<file path="config.mk">
export PLATFORM = sky130hd
export DESIGN_NAME = sdmia_core
export DESIGN_NICKNAME = d
export VERILOG_FILES = /design/src/rtl/sdmia_pkg.sv /design/src/rtl/sdmia_core.sv /design/src/rtl/sdmia_gp_ram.sv
export SDC_FILE = /design/constraint.sdc
export NUM_CORES = 2
export LEC_CHECK = 0
export BUFFER_PORTS_ARGS = -buffer_cell sky130_fd_sc_hd__buf_4
export CAP_MARGIN = 20
export CORE_MARGIN = 4
export CORE_UTILIZATION = 50
export CTS_CLUSTER_DIAMETER = 40
export DETAILED_ROUTE_END_ITERATION = 10
export PLACE_DENSITY = 0.62
export SLEW_MARGIN = 30
export SYNTH_ARGS = -nofsm -noshare
export SYNTH_HDL_FRONTEND = slang
export SYNTH_SLANG_ARGS = --single-unit
</file>
<file path="constraint.sdc">
create_clock -name CLK_SYS -period 31 [get_ports CLK_SYS]
set_clock_uncertainty 0.05 [all_clocks]
set_input_delay 0 -clock CLK_SYS [delete_from_list [all_inputs] [get_ports CLK_SYS]]
set_output_delay 0 -clock CLK_SYS [all_outputs]
set_load 0.01 [all_outputs]
</file>
<file path="src/rtl/sdmia_pkg.sv">
/*
  Package for the sectored data memory block: map offsets, sector
  numbers, operation codes and the access request carrier.
  Assumes a single 8-bit data path driven by the processor core.
*/
package sdmia_pkg;

  localparam int unsigned ADDR_W = 8;
  localparam int unsigned DATA_W = 8;
  localparam int unsigned SECT_W = 2;
  localparam int unsigned NUM_SECT = 3;
  localparam int unsigned GP_WORDS = 128;
  localparam int unsigned GP_IDX_W = 7;

  // Map offsets
  localparam logic [7:0] OFS_PORT0 = 8'h00;
  localparam logic [7:0] OFS_PTR0 = 8'h01;
  localparam logic [7:0] OFS_PORT1 = 8'h02;
  localparam logic [7:0] OFS_PTR1_LOW = 8'h03;
  localparam logic [7:0] OFS_PTR1_SECT = 8'h04;
  localparam logic [7:0] OFS_PORT2 = 8'h0c;
  localparam logic [7:0] OFS_PTR2_LOW = 8'h0d;
  localparam logic [7:0] OFS_PTR2_SECT = 8'h0e;
  localparam logic [7:0] OFS_NV_CTRL = 8'h40;
  localparam logic [7:0] OFS_GP_BASE = 8'h80;
  localparam int unsigned GP_BIT = 7;

  // Sector numbers
  localparam logic [1:0] SECT_0 = 2'h0;
  localparam logic [1:0] SECT_1 = 2'h1;
  localparam logic [1:0] SECT_2 = 2'h2;
  localparam logic [7:0] SECT_MAX = 8'h02;

  // Reset and constant values
  localparam logic [7:0] VAL_ZERO = 8'h00;
  localparam logic [7:0] VAL_ONE = 8'h01;

  // Operation codes issued by the core
  typedef enum logic [2:0] {
    OP_NONE = 3'b000,
    OP_READ = 3'b001,
    OP_WRITE = 3'b010,
    OP_BSET = 3'b011,
    OP_BCLR = 3'b100,
    OP_INC = 3'b101,
    OP_DEC = 3'b110
  } sdmia_op_type;

  // Address selection: direct uses the full address, or an indirect port
  typedef struct packed {
    sdmia_op_type op;
    logic [1:0] sector;
    logic [7:0] offset;
    logic [2:0] bit_sel;
    logic [7:0] wdata;
  } sdmia_req_type;

  // Resolved physical target
  typedef struct packed {
    logic valid;
    logic [1:0] sector;
    logic [7:0] offset;
  } sdmia_tgt_type;

endpackage : sdmia_pkg

</file>
<file path="src/rtl/sdmia_core.sv">
/*
  Sectored data memory with three indirect ports and memory pointers.
  Assumes the core issues at most one operation per clock on a
  synchronous request; read data returns one cycle later.
*/
// Overview of operation
// - 384 general bytes at offsets 80H-FFH of sectors 0, 1 and 2.
// - Every general byte is readable and writable, none protected.
// - Bit set and clear change only the addressed bit.
// - Special area below 80H is the same in every sector, except 40H.
// - Read-only special registers ignore writes.
// - Unused locations below 80H read as 00H.
// - Indirect port access goes to the location held in its pointer.
// - Port zero uses pointer zero and reaches sector 0 only.
// - Ports one and two take sector from high byte, offset from low.
// - Pointer addressing a port reads 00H and writes nothing.
// - Pointers are real registers, read, written, incremented.
// - Direct access reaches every sector via full address.
// - Special area starts at 00H, general area at 80H.
// - Offset 40H is nonvolatile control only in sector 1.
`timescale 1ns/1ps
module sdmia_core
(
  // Clock and reset
  input wire logic CLK_SYS,
  input wire logic RST_B,
  // Request from the core
  input wire sdmia_pkg::sdmia_req_type REQ,
  // Read answer
  output logic [7:0] RDATA,
  output logic RVALID,
  // Read-only status byte seen at the nonvolatile control bits
  input wire logic [7:0] NV_STATUS,
  // Nonvolatile control value for its owner
  output logic [7:0] NV_CONTROL
);

  // Pointer, nonvolatile control and read answer registers
  logic [7:0] pointer_zero, next_pointer_zero;
  logic [7:0] pointer_one_low, next_pointer_one_low;
  logic [7:0] pointer_one_sector, next_pointer_one_sector;
  logic [7:0] pointer_two_low, next_pointer_two_low;
  logic [7:0] pointer_two_sector, next_pointer_two_sector;
  logic [7:0] nonvolatile_control, next_nonvolatile_control;
  logic [7:0] rdata_q, next_rdata;
  logic rvalid_q, next_rvalid;

  sdmia_pkg::sdmia_tgt_type tgt;
  logic [7:0] cur;
  logic [7:0] newv;
  logic does_write;
  logic ram_we;
  logic [7:0] ram_rdata;
  logic is_gp;
  logic [7:0] bit_mask;

  // Resolve indirect ports to their physical target
  always_comb
  begin
    tgt.valid = 1'b1;
    tgt.sector = REQ.sector;
    tgt.offset = REQ.offset;
    case (REQ.offset)
      sdmia_pkg::OFS_PORT0:
      begin
        tgt.sector = sdmia_pkg::SECT_0;
        tgt.offset = pointer_zero;
      end
      sdmia_pkg::OFS_PORT1:
      begin
        tgt.sector = pointer_one_sector[1:0];
        tgt.offset = pointer_one_low;
        tgt.valid = (pointer_one_sector <= sdmia_pkg::SECT_MAX);
      end
      sdmia_pkg::OFS_PORT2:
      begin
        tgt.sector = pointer_two_sector[1:0];
        tgt.offset = pointer_two_low;
        tgt.valid = (pointer_two_sector <= sdmia_pkg::SECT_MAX);
      end
      default:
      begin
        tgt.valid = (REQ.sector <= sdmia_pkg::SECT_2);
      end
    endcase
    // A pointer aimed at a port yields no storage at all
    if (tgt.offset == sdmia_pkg::OFS_PORT0 ||
        tgt.offset == sdmia_pkg::OFS_PORT1 ||
        tgt.offset == sdmia_pkg::OFS_PORT2)
    begin
      tgt.valid = 1'b0;
    end
  end

  // General area is the top half of every sector
  assign is_gp = tgt.offset[sdmia_pkg::GP_BIT];
  assign bit_mask = sdmia_pkg::VAL_ONE << REQ.bit_sel;

  // Current value of the target; special area ignores the sector except at 40H
  always_comb
  begin
    cur = sdmia_pkg::VAL_ZERO;
    if (tgt.valid)
    begin
      if (is_gp)
      begin
        cur = ram_rdata;
      end
      else
      begin
        case (tgt.offset)
          sdmia_pkg::OFS_PTR0: cur = pointer_zero;
          sdmia_pkg::OFS_PTR1_LOW: cur = pointer_one_low;
          sdmia_pkg::OFS_PTR1_SECT: cur = pointer_one_sector;
          sdmia_pkg::OFS_PTR2_LOW: cur = pointer_two_low;
          sdmia_pkg::OFS_PTR2_SECT: cur = pointer_two_sector;
          sdmia_pkg::OFS_NV_CTRL:
          begin
            if (tgt.sector == sdmia_pkg::SECT_1)
            begin
              cur = nonvolatile_control | NV_STATUS;
            end
          end
          default: cur = sdmia_pkg::VAL_ZERO;
        endcase
      end
    end
  end

  // New value for modifying operations
  always_comb
  begin
    newv = cur;
    does_write = tgt.valid;
    case (REQ.op)
      sdmia_pkg::OP_WRITE: newv = REQ.wdata;
      sdmia_pkg::OP_BSET: newv = cur | bit_mask;
      sdmia_pkg::OP_BCLR: newv = cur & ~bit_mask;
      sdmia_pkg::OP_INC: newv = cur + sdmia_pkg::VAL_ONE;
      sdmia_pkg::OP_DEC: newv = cur - sdmia_pkg::VAL_ONE;
      default: does_write = 1'b0;
    endcase
  end

  assign ram_we = does_write && is_gp;

  // Storage for the general area
  sdmia_gp_ram u_ram
  (
    .clk(CLK_SYS),
    .we(ram_we),
    .sector(tgt.sector),
    .index(tgt.offset[sdmia_pkg::GP_IDX_W-1:0]),
    .wdata(newv),
    .rdata(ram_rdata)
  );

  // Next values of the special registers and read answer
  always_comb
  begin
    next_pointer_zero = pointer_zero;
    next_pointer_one_low = pointer_one_low;
    next_pointer_one_sector = pointer_one_sector;
    next_pointer_two_low = pointer_two_low;
    next_pointer_two_sector = pointer_two_sector;
    next_nonvolatile_control = nonvolatile_control;
    next_rdata = rdata_q;
    next_rvalid = (REQ.op == sdmia_pkg::OP_READ);
    if (REQ.op == sdmia_pkg::OP_READ)
    begin
      next_rdata = cur;
    end
    if (does_write && !is_gp)
    begin
      case (tgt.offset)
        sdmia_pkg::OFS_PTR0: next_pointer_zero = newv;
        sdmia_pkg::OFS_PTR1_LOW: next_pointer_one_low = newv;
        sdmia_pkg::OFS_PTR1_SECT: next_pointer_one_sector = newv;
        sdmia_pkg::OFS_PTR2_LOW: next_pointer_two_low = newv;
        sdmia_pkg::OFS_PTR2_SECT: next_pointer_two_sector = newv;
        sdmia_pkg::OFS_NV_CTRL:
        begin
          // Status bits are read-only; only the stored part takes data
          if (tgt.sector == sdmia_pkg::SECT_1)
          begin
            next_nonvolatile_control = newv & ~NV_STATUS;
          end
        end
        default: next_rdata = next_rdata; // Unused: write dropped
      endcase
    end
  end

  // Register stage; pointers reset to zero for a defined start
  always_ff @(posedge CLK_SYS)
  begin
    if (!RST_B)
    begin
      pointer_zero <= sdmia_pkg::VAL_ZERO;
      pointer_one_low <= sdmia_pkg::VAL_ZERO;
      pointer_one_sector <= sdmia_pkg::VAL_ZERO;
      pointer_two_low <= sdmia_pkg::VAL_ZERO;
      pointer_two_sector <= sdmia_pkg::VAL_ZERO;
      nonvolatile_control <= sdmia_pkg::VAL_ZERO;
      rdata_q <= sdmia_pkg::VAL_ZERO;
      rvalid_q <= 1'b0;
    end
    else
    begin
      pointer_zero <= next_pointer_zero;
      pointer_one_low <= next_pointer_one_low;
      pointer_one_sector <= next_pointer_one_sector;
      pointer_two_low <= next_pointer_two_low;
      pointer_two_sector <= next_pointer_two_sector;
      nonvolatile_control <= next_nonvolatile_control;
      rdata_q <= next_rdata;
      rvalid_q <= next_rvalid;
    end
  end

  assign RDATA = rdata_q;
  assign RVALID = rvalid_q;
  assign NV_CONTROL = nonvolatile_control;
endmodule : sdmia_core

</file>
<file path="src/rtl/sdmia_gp_ram.sv">
/*
  General purpose storage: three sectors of 128 bytes each.
  Assumes the caller gives a legal sector and one access per cycle.
*/
`timescale 1ns/1ps
module sdmia_gp_ram
(
  // Clock
  input wire logic clk,
  // Access
  input wire logic we,
  input wire logic [1:0] sector,
  input wire logic [6:0] index,
  input wire logic [7:0] wdata,
  output logic [7:0] rdata
);

  logic [7:0] mem [0:sdmia_pkg::NUM_SECT*sdmia_pkg::GP_WORDS-1];
  logic [8:0] addr;

  // Flat address; no reset so the array maps onto RAM cells
  assign addr = {sector, index};
  assign rdata = mem[addr];

  // Write port
  always_ff @(posedge clk)
  begin
    if (we)
    begin
      mem[addr] <= wdata;
    end
  end

endmodule : sdmia_gp_ram

</file>
==> reports/results.txt <==
Of the total synthesized cell area, the portion taken by AND, OR, NAND and NOR gates is 6.035%. The worst hold path was traced through 7 stages. In this run the power density over the cells is 71.30 nW/µm². Entering global routing, the biggest net connects 225 pins.

The worst-case IR drop observed on VDD is 51.82 µV. Sequential elements use 74.64% of the synthesized area. TritonCTS built the clock tree.

The area of the core region was 248900 µm². Highest achievable clock rate: 0.07818 GHz. The count of flip-flops with a built-in enable after synthesis was 3072; the post-synth net total was 6857. The total stage count of the critical path came out at 31. In the synthesized netlist the dominant register cell turns out to be edfxtp_1.

For this run, the slowest stage of the critical path takes 760 ps. Buffering stage count on the worst path with inverters included: 14. Once the clock tree was built, the setup fixing pass inserted 0 buffers. The multiplexer share of the synthesized area works out to 13.51%.

Setup violations remaining at the end of the flow were counted as 0. The tools report the cell at the root of the clock tree as clkbuf_16. The horizontal extent of the die is 508.2 µm. Detailed placement finished with a half-perimeter wire length of 211500 µm.

Of the post-synthesis cell area, the dominant cell type holds 73.73%. After technology mapping, the gate count stands at 6816. The logs give 0 for the aggregate global routing overflow and 4 for the maximum root-to-sink buffer count. In this run the worst path has a maximum fanout of 130.

The number of hold buffers added after CTS was 52. Area of the mapped netlist: 125100 µm². Clock insertion delay at the later pin of the skew report: 990 ps. Setup repair after global routing left no endpoint under its margin. STA classifies the critical path endpoint as a flip-flop.

The path class of the tightest hold or removal check is input pin to flip-flop. The H-tree was split into 5 levels. The synthesized netlist devotes 0.09200% of its cell area to adder and majority cells.

In this run the tool buffered the top-level ports with 50 buffer cells. The relative area change from synthesis to final layout is 14.38%, and the total count of max-transition violations in the final report is 0. The detailed router placed 68890 vias in this run. The worst setup path is of the input pin to flip-flop kind.

The reg-to-reg setup timing slack is 18470 ps. The post-cts resize count was 0; the detail-routed net length per standard cell was 33.29 µm. In the routed layout, each cell is associated on average with a via count of 6.409.

The compound-cell area share of the yosys netlist is 3.266%. The I/O pin count is 51, and the transition time of the tightest slew-check pin is 1181 ps. For the number of remaining DRC errors, the log shows 0. After detailed placement, the total cell area comes to 128600 µm².

The slowest stage of the critical path is the buf_4 cell. After synthesis, the share of flip-flops with an asynchronous set or reset is 0%. The worst slew margin relative to its limit was 20.55%; the count of TritonRoute iterations in the first routing pass was 8. The xor and xnor fraction of the mapped netlist area was 0.03500%. The critical path data arrival time came out at 13330 ps.

Routability-driven placement finished with a final weighted congestion of 0.8933. The library cells used most frequently in the layout, excluding fill and tap cells, are edfxtp_1, nand2_1, mux4_2. The netlist uses 107 different library cells. The final worst-path cycle share is 41.26%, and the number of violations reported at the end of detailed-routing iteration 0 is 9900. Synthesis inferred 3129 register bits. The final layout contains 7122 nets.

By instance count, the cell type seen most on the critical path is buf_4. The via count of the first global-routing pass came out at 66960. The logs give 17 for the number of antenna violations at the first check in global routing and 143100 µm² for the cell area after layout. The worst setup path is launched from an input pin.

The worst path in the final design needs a cycle of 12790 ps, including I/O delays and setup. For this configuration, the core starts out at a cell density of 50.27%. The height of the die was 508.2 µm; the static leakage power was 45.78 nW. The die covers 258300 µm². The routed wire length was 357800 µm.

The final-report hold violation count is 0. The count of nets left with antenna violations once routing finished came out at 0. Clock-pin slew was measured on the worst setup and hold paths at 50 ps. For this design, the sink count on the clock tree is 3129. The run gives 0 as the Yosys warning count. Dominant combinational cell family by area after synthesis: multiplexers.

The tools report the total track usage as 27.55%. Library cell occupying the most area in the post-synthesis netlist: edfxtp_1. Counting cells, the worst reg-to-reg path comes to 29.

Cells with a size suffix above 1 make up 22.47% of the layout. The flow ran to the end, and the final reports show no timing, DRC or antenna violations. The max-capacitance violation count is 0, and the placement row count is 183. The number of buffers created by CTS came out at 414.

The kind of cell adding the most delay to the critical path is buffers and inverters. By area the synthesized netlist is led by edfxtp_1, mux4_2, nand2_1, mux2i_1, nor2_1. The synthesized area divided by synthesized cell count was 18.36 µm². The critical path data required time is 31540 ps. Leading cell type in the layout, fill and taps excluded: edfxtp_1.

The first global-routing pass estimated 506000 µm of wire. The filler cells instantiated in the layout total 18450. Sum of negative setup slack: 0 ps.
cell type report:
type	instances	area [µm²]	area share, %
diodes	8	20.02	0.01399
well taps	3330	4167	2.911
clock inverters	282	3067	2.143
repair buffers	281	2482	1.735
clock buffers	463	10710	7.486
inverters	22	125.1	0.08743
flip-flops and latches	3129	93390	65.26
multi-input cells	3233	29150	20.37
per-layer routing:
metal	up-vias	GRT usage, %	routed length, µm
met5	-	0	51
met4	8	10.20	14330
met3	665	7.767	40560
met2	4079	40.81	161800
met1	36140	39.32	141000
li1	28000	-	-
power by group:
part / total, mW / internal (mW) / switching, mW
Clock: 4.72 / 2.87 / 1.85
Sequential: 4.81 / 4.81 / 0.000860
Combinational: 0.672 / 0.163 / 0.509
Total: 10.2 / 7.84 / 2.36
path summary, 6_finish.rpt:
path                                   startpoint                                  to
setup reg to reg  pointer_one_low[0]$_SDFFE_PN0P_         u_ram.mem[353][4]$_DFFE_PP_
hold / removal                            REQ[11]  pointer_one_sector[7]$_SDFFE_PN0P_
hold reg to reg             RDATA[3]$_SDFFE_PN0P_               RDATA[3]$_SDFFE_PN0P_
setup / recovery                          REQ[18]         u_ram.mem[353][4]$_DFFE_PP_
registers in the layout, indices dropped and copies added (netlist names):
name and flops:
u_ram.mem 3072, NV_CONTROL 8, RDATA 8, pointer_one_low 8, pointer_one_sector 8, pointer_two_low 8
pointer_two_sector 8, pointer_zero 8, RVALID 1
cell usage after synthesis (7+ instances only):
| cell type | count |
|---|---|
| nand2b_1 | 7 |
| a21oi_1 | 155 |
| clkbuf_1 | 128 |
| nor2_1 | 495 |
| a221oi_1 | 16 |
| a32o_1 | 8 |
| buf_6 | 53 |
| edfxtp_1 | 3072 |
| o22a_1 | 7 |
| o211ai_1 | 14 |
| buf_2 | 130 |
| a32oi_1 | 16 |
| mux2i_1 | 200 |
| and3_1 | 36 |
| buf_4 | 69 |
| o21ai_0 | 60 |
| nand2_1 | 810 |
| o21a_1 | 7 |
| nor3_1 | 23 |
| a22o_1 | 9 |
| o2111ai_1 | 8 |
| or3_1 | 9 |
| o31ai_1 | 9 |
| buf_12 | 24 |
| buf_1 | 14 |
| a22oi_1 | 40 |
| mux4_2 | 626 |
| a31oi_1 | 47 |
| a311oi_1 | 33 |
| and2_1 | 8 |
| o2bb2ai_1 | 8 |
| nand3_1 | 302 |
| a2111oi_0 | 12 |
| inv_1 | 20 |
| a21o_1 | 12 |
| nor4_1 | 17 |
| buf_8 | 8 |
| dfxtp_1 | 57 |
| nand4_1 | 35 |
| mux4_1 | 28 |
| a211oi_1 | 36 |
| o22ai_1 | 13 |
through the flow:
step / cells / util, % / power, mW / hold WS (ps) / setup WS, ps
floorplan: 6816 / - / 5.345 / 55.41 / 18110
global placement: 9934 / 51.60 / 5.533 / 172.1 / 17370
detailed placement: 9940 / 51.67 / 5.554 / 169.6 / 17590
CTS: 10740 / 57.42 / 10.23 / 19.21 / 17880
global route: 10740 / 57.49 / 10.48 / 192.8 / 17310
finish: 10750 / 57.50 / 10.20 / 161.8 / 18210
logic make-up after synthesis:
kind of cell / after synthesis
xor+xnor: 5
compound gates: 579
simple gates: 1780
buf+inv: 454
mux: 860
fa+ha+maj: 9
flops: 3129
worst min-delay path, stage by stage:
cell and delay [ps]:
buf_4 220, a21oi_4 50, buf_4 270, nand2_1 180, nor3_2 130, nand2_1 160, o31ai_1 80
Power figures use the tool's default switching activity.
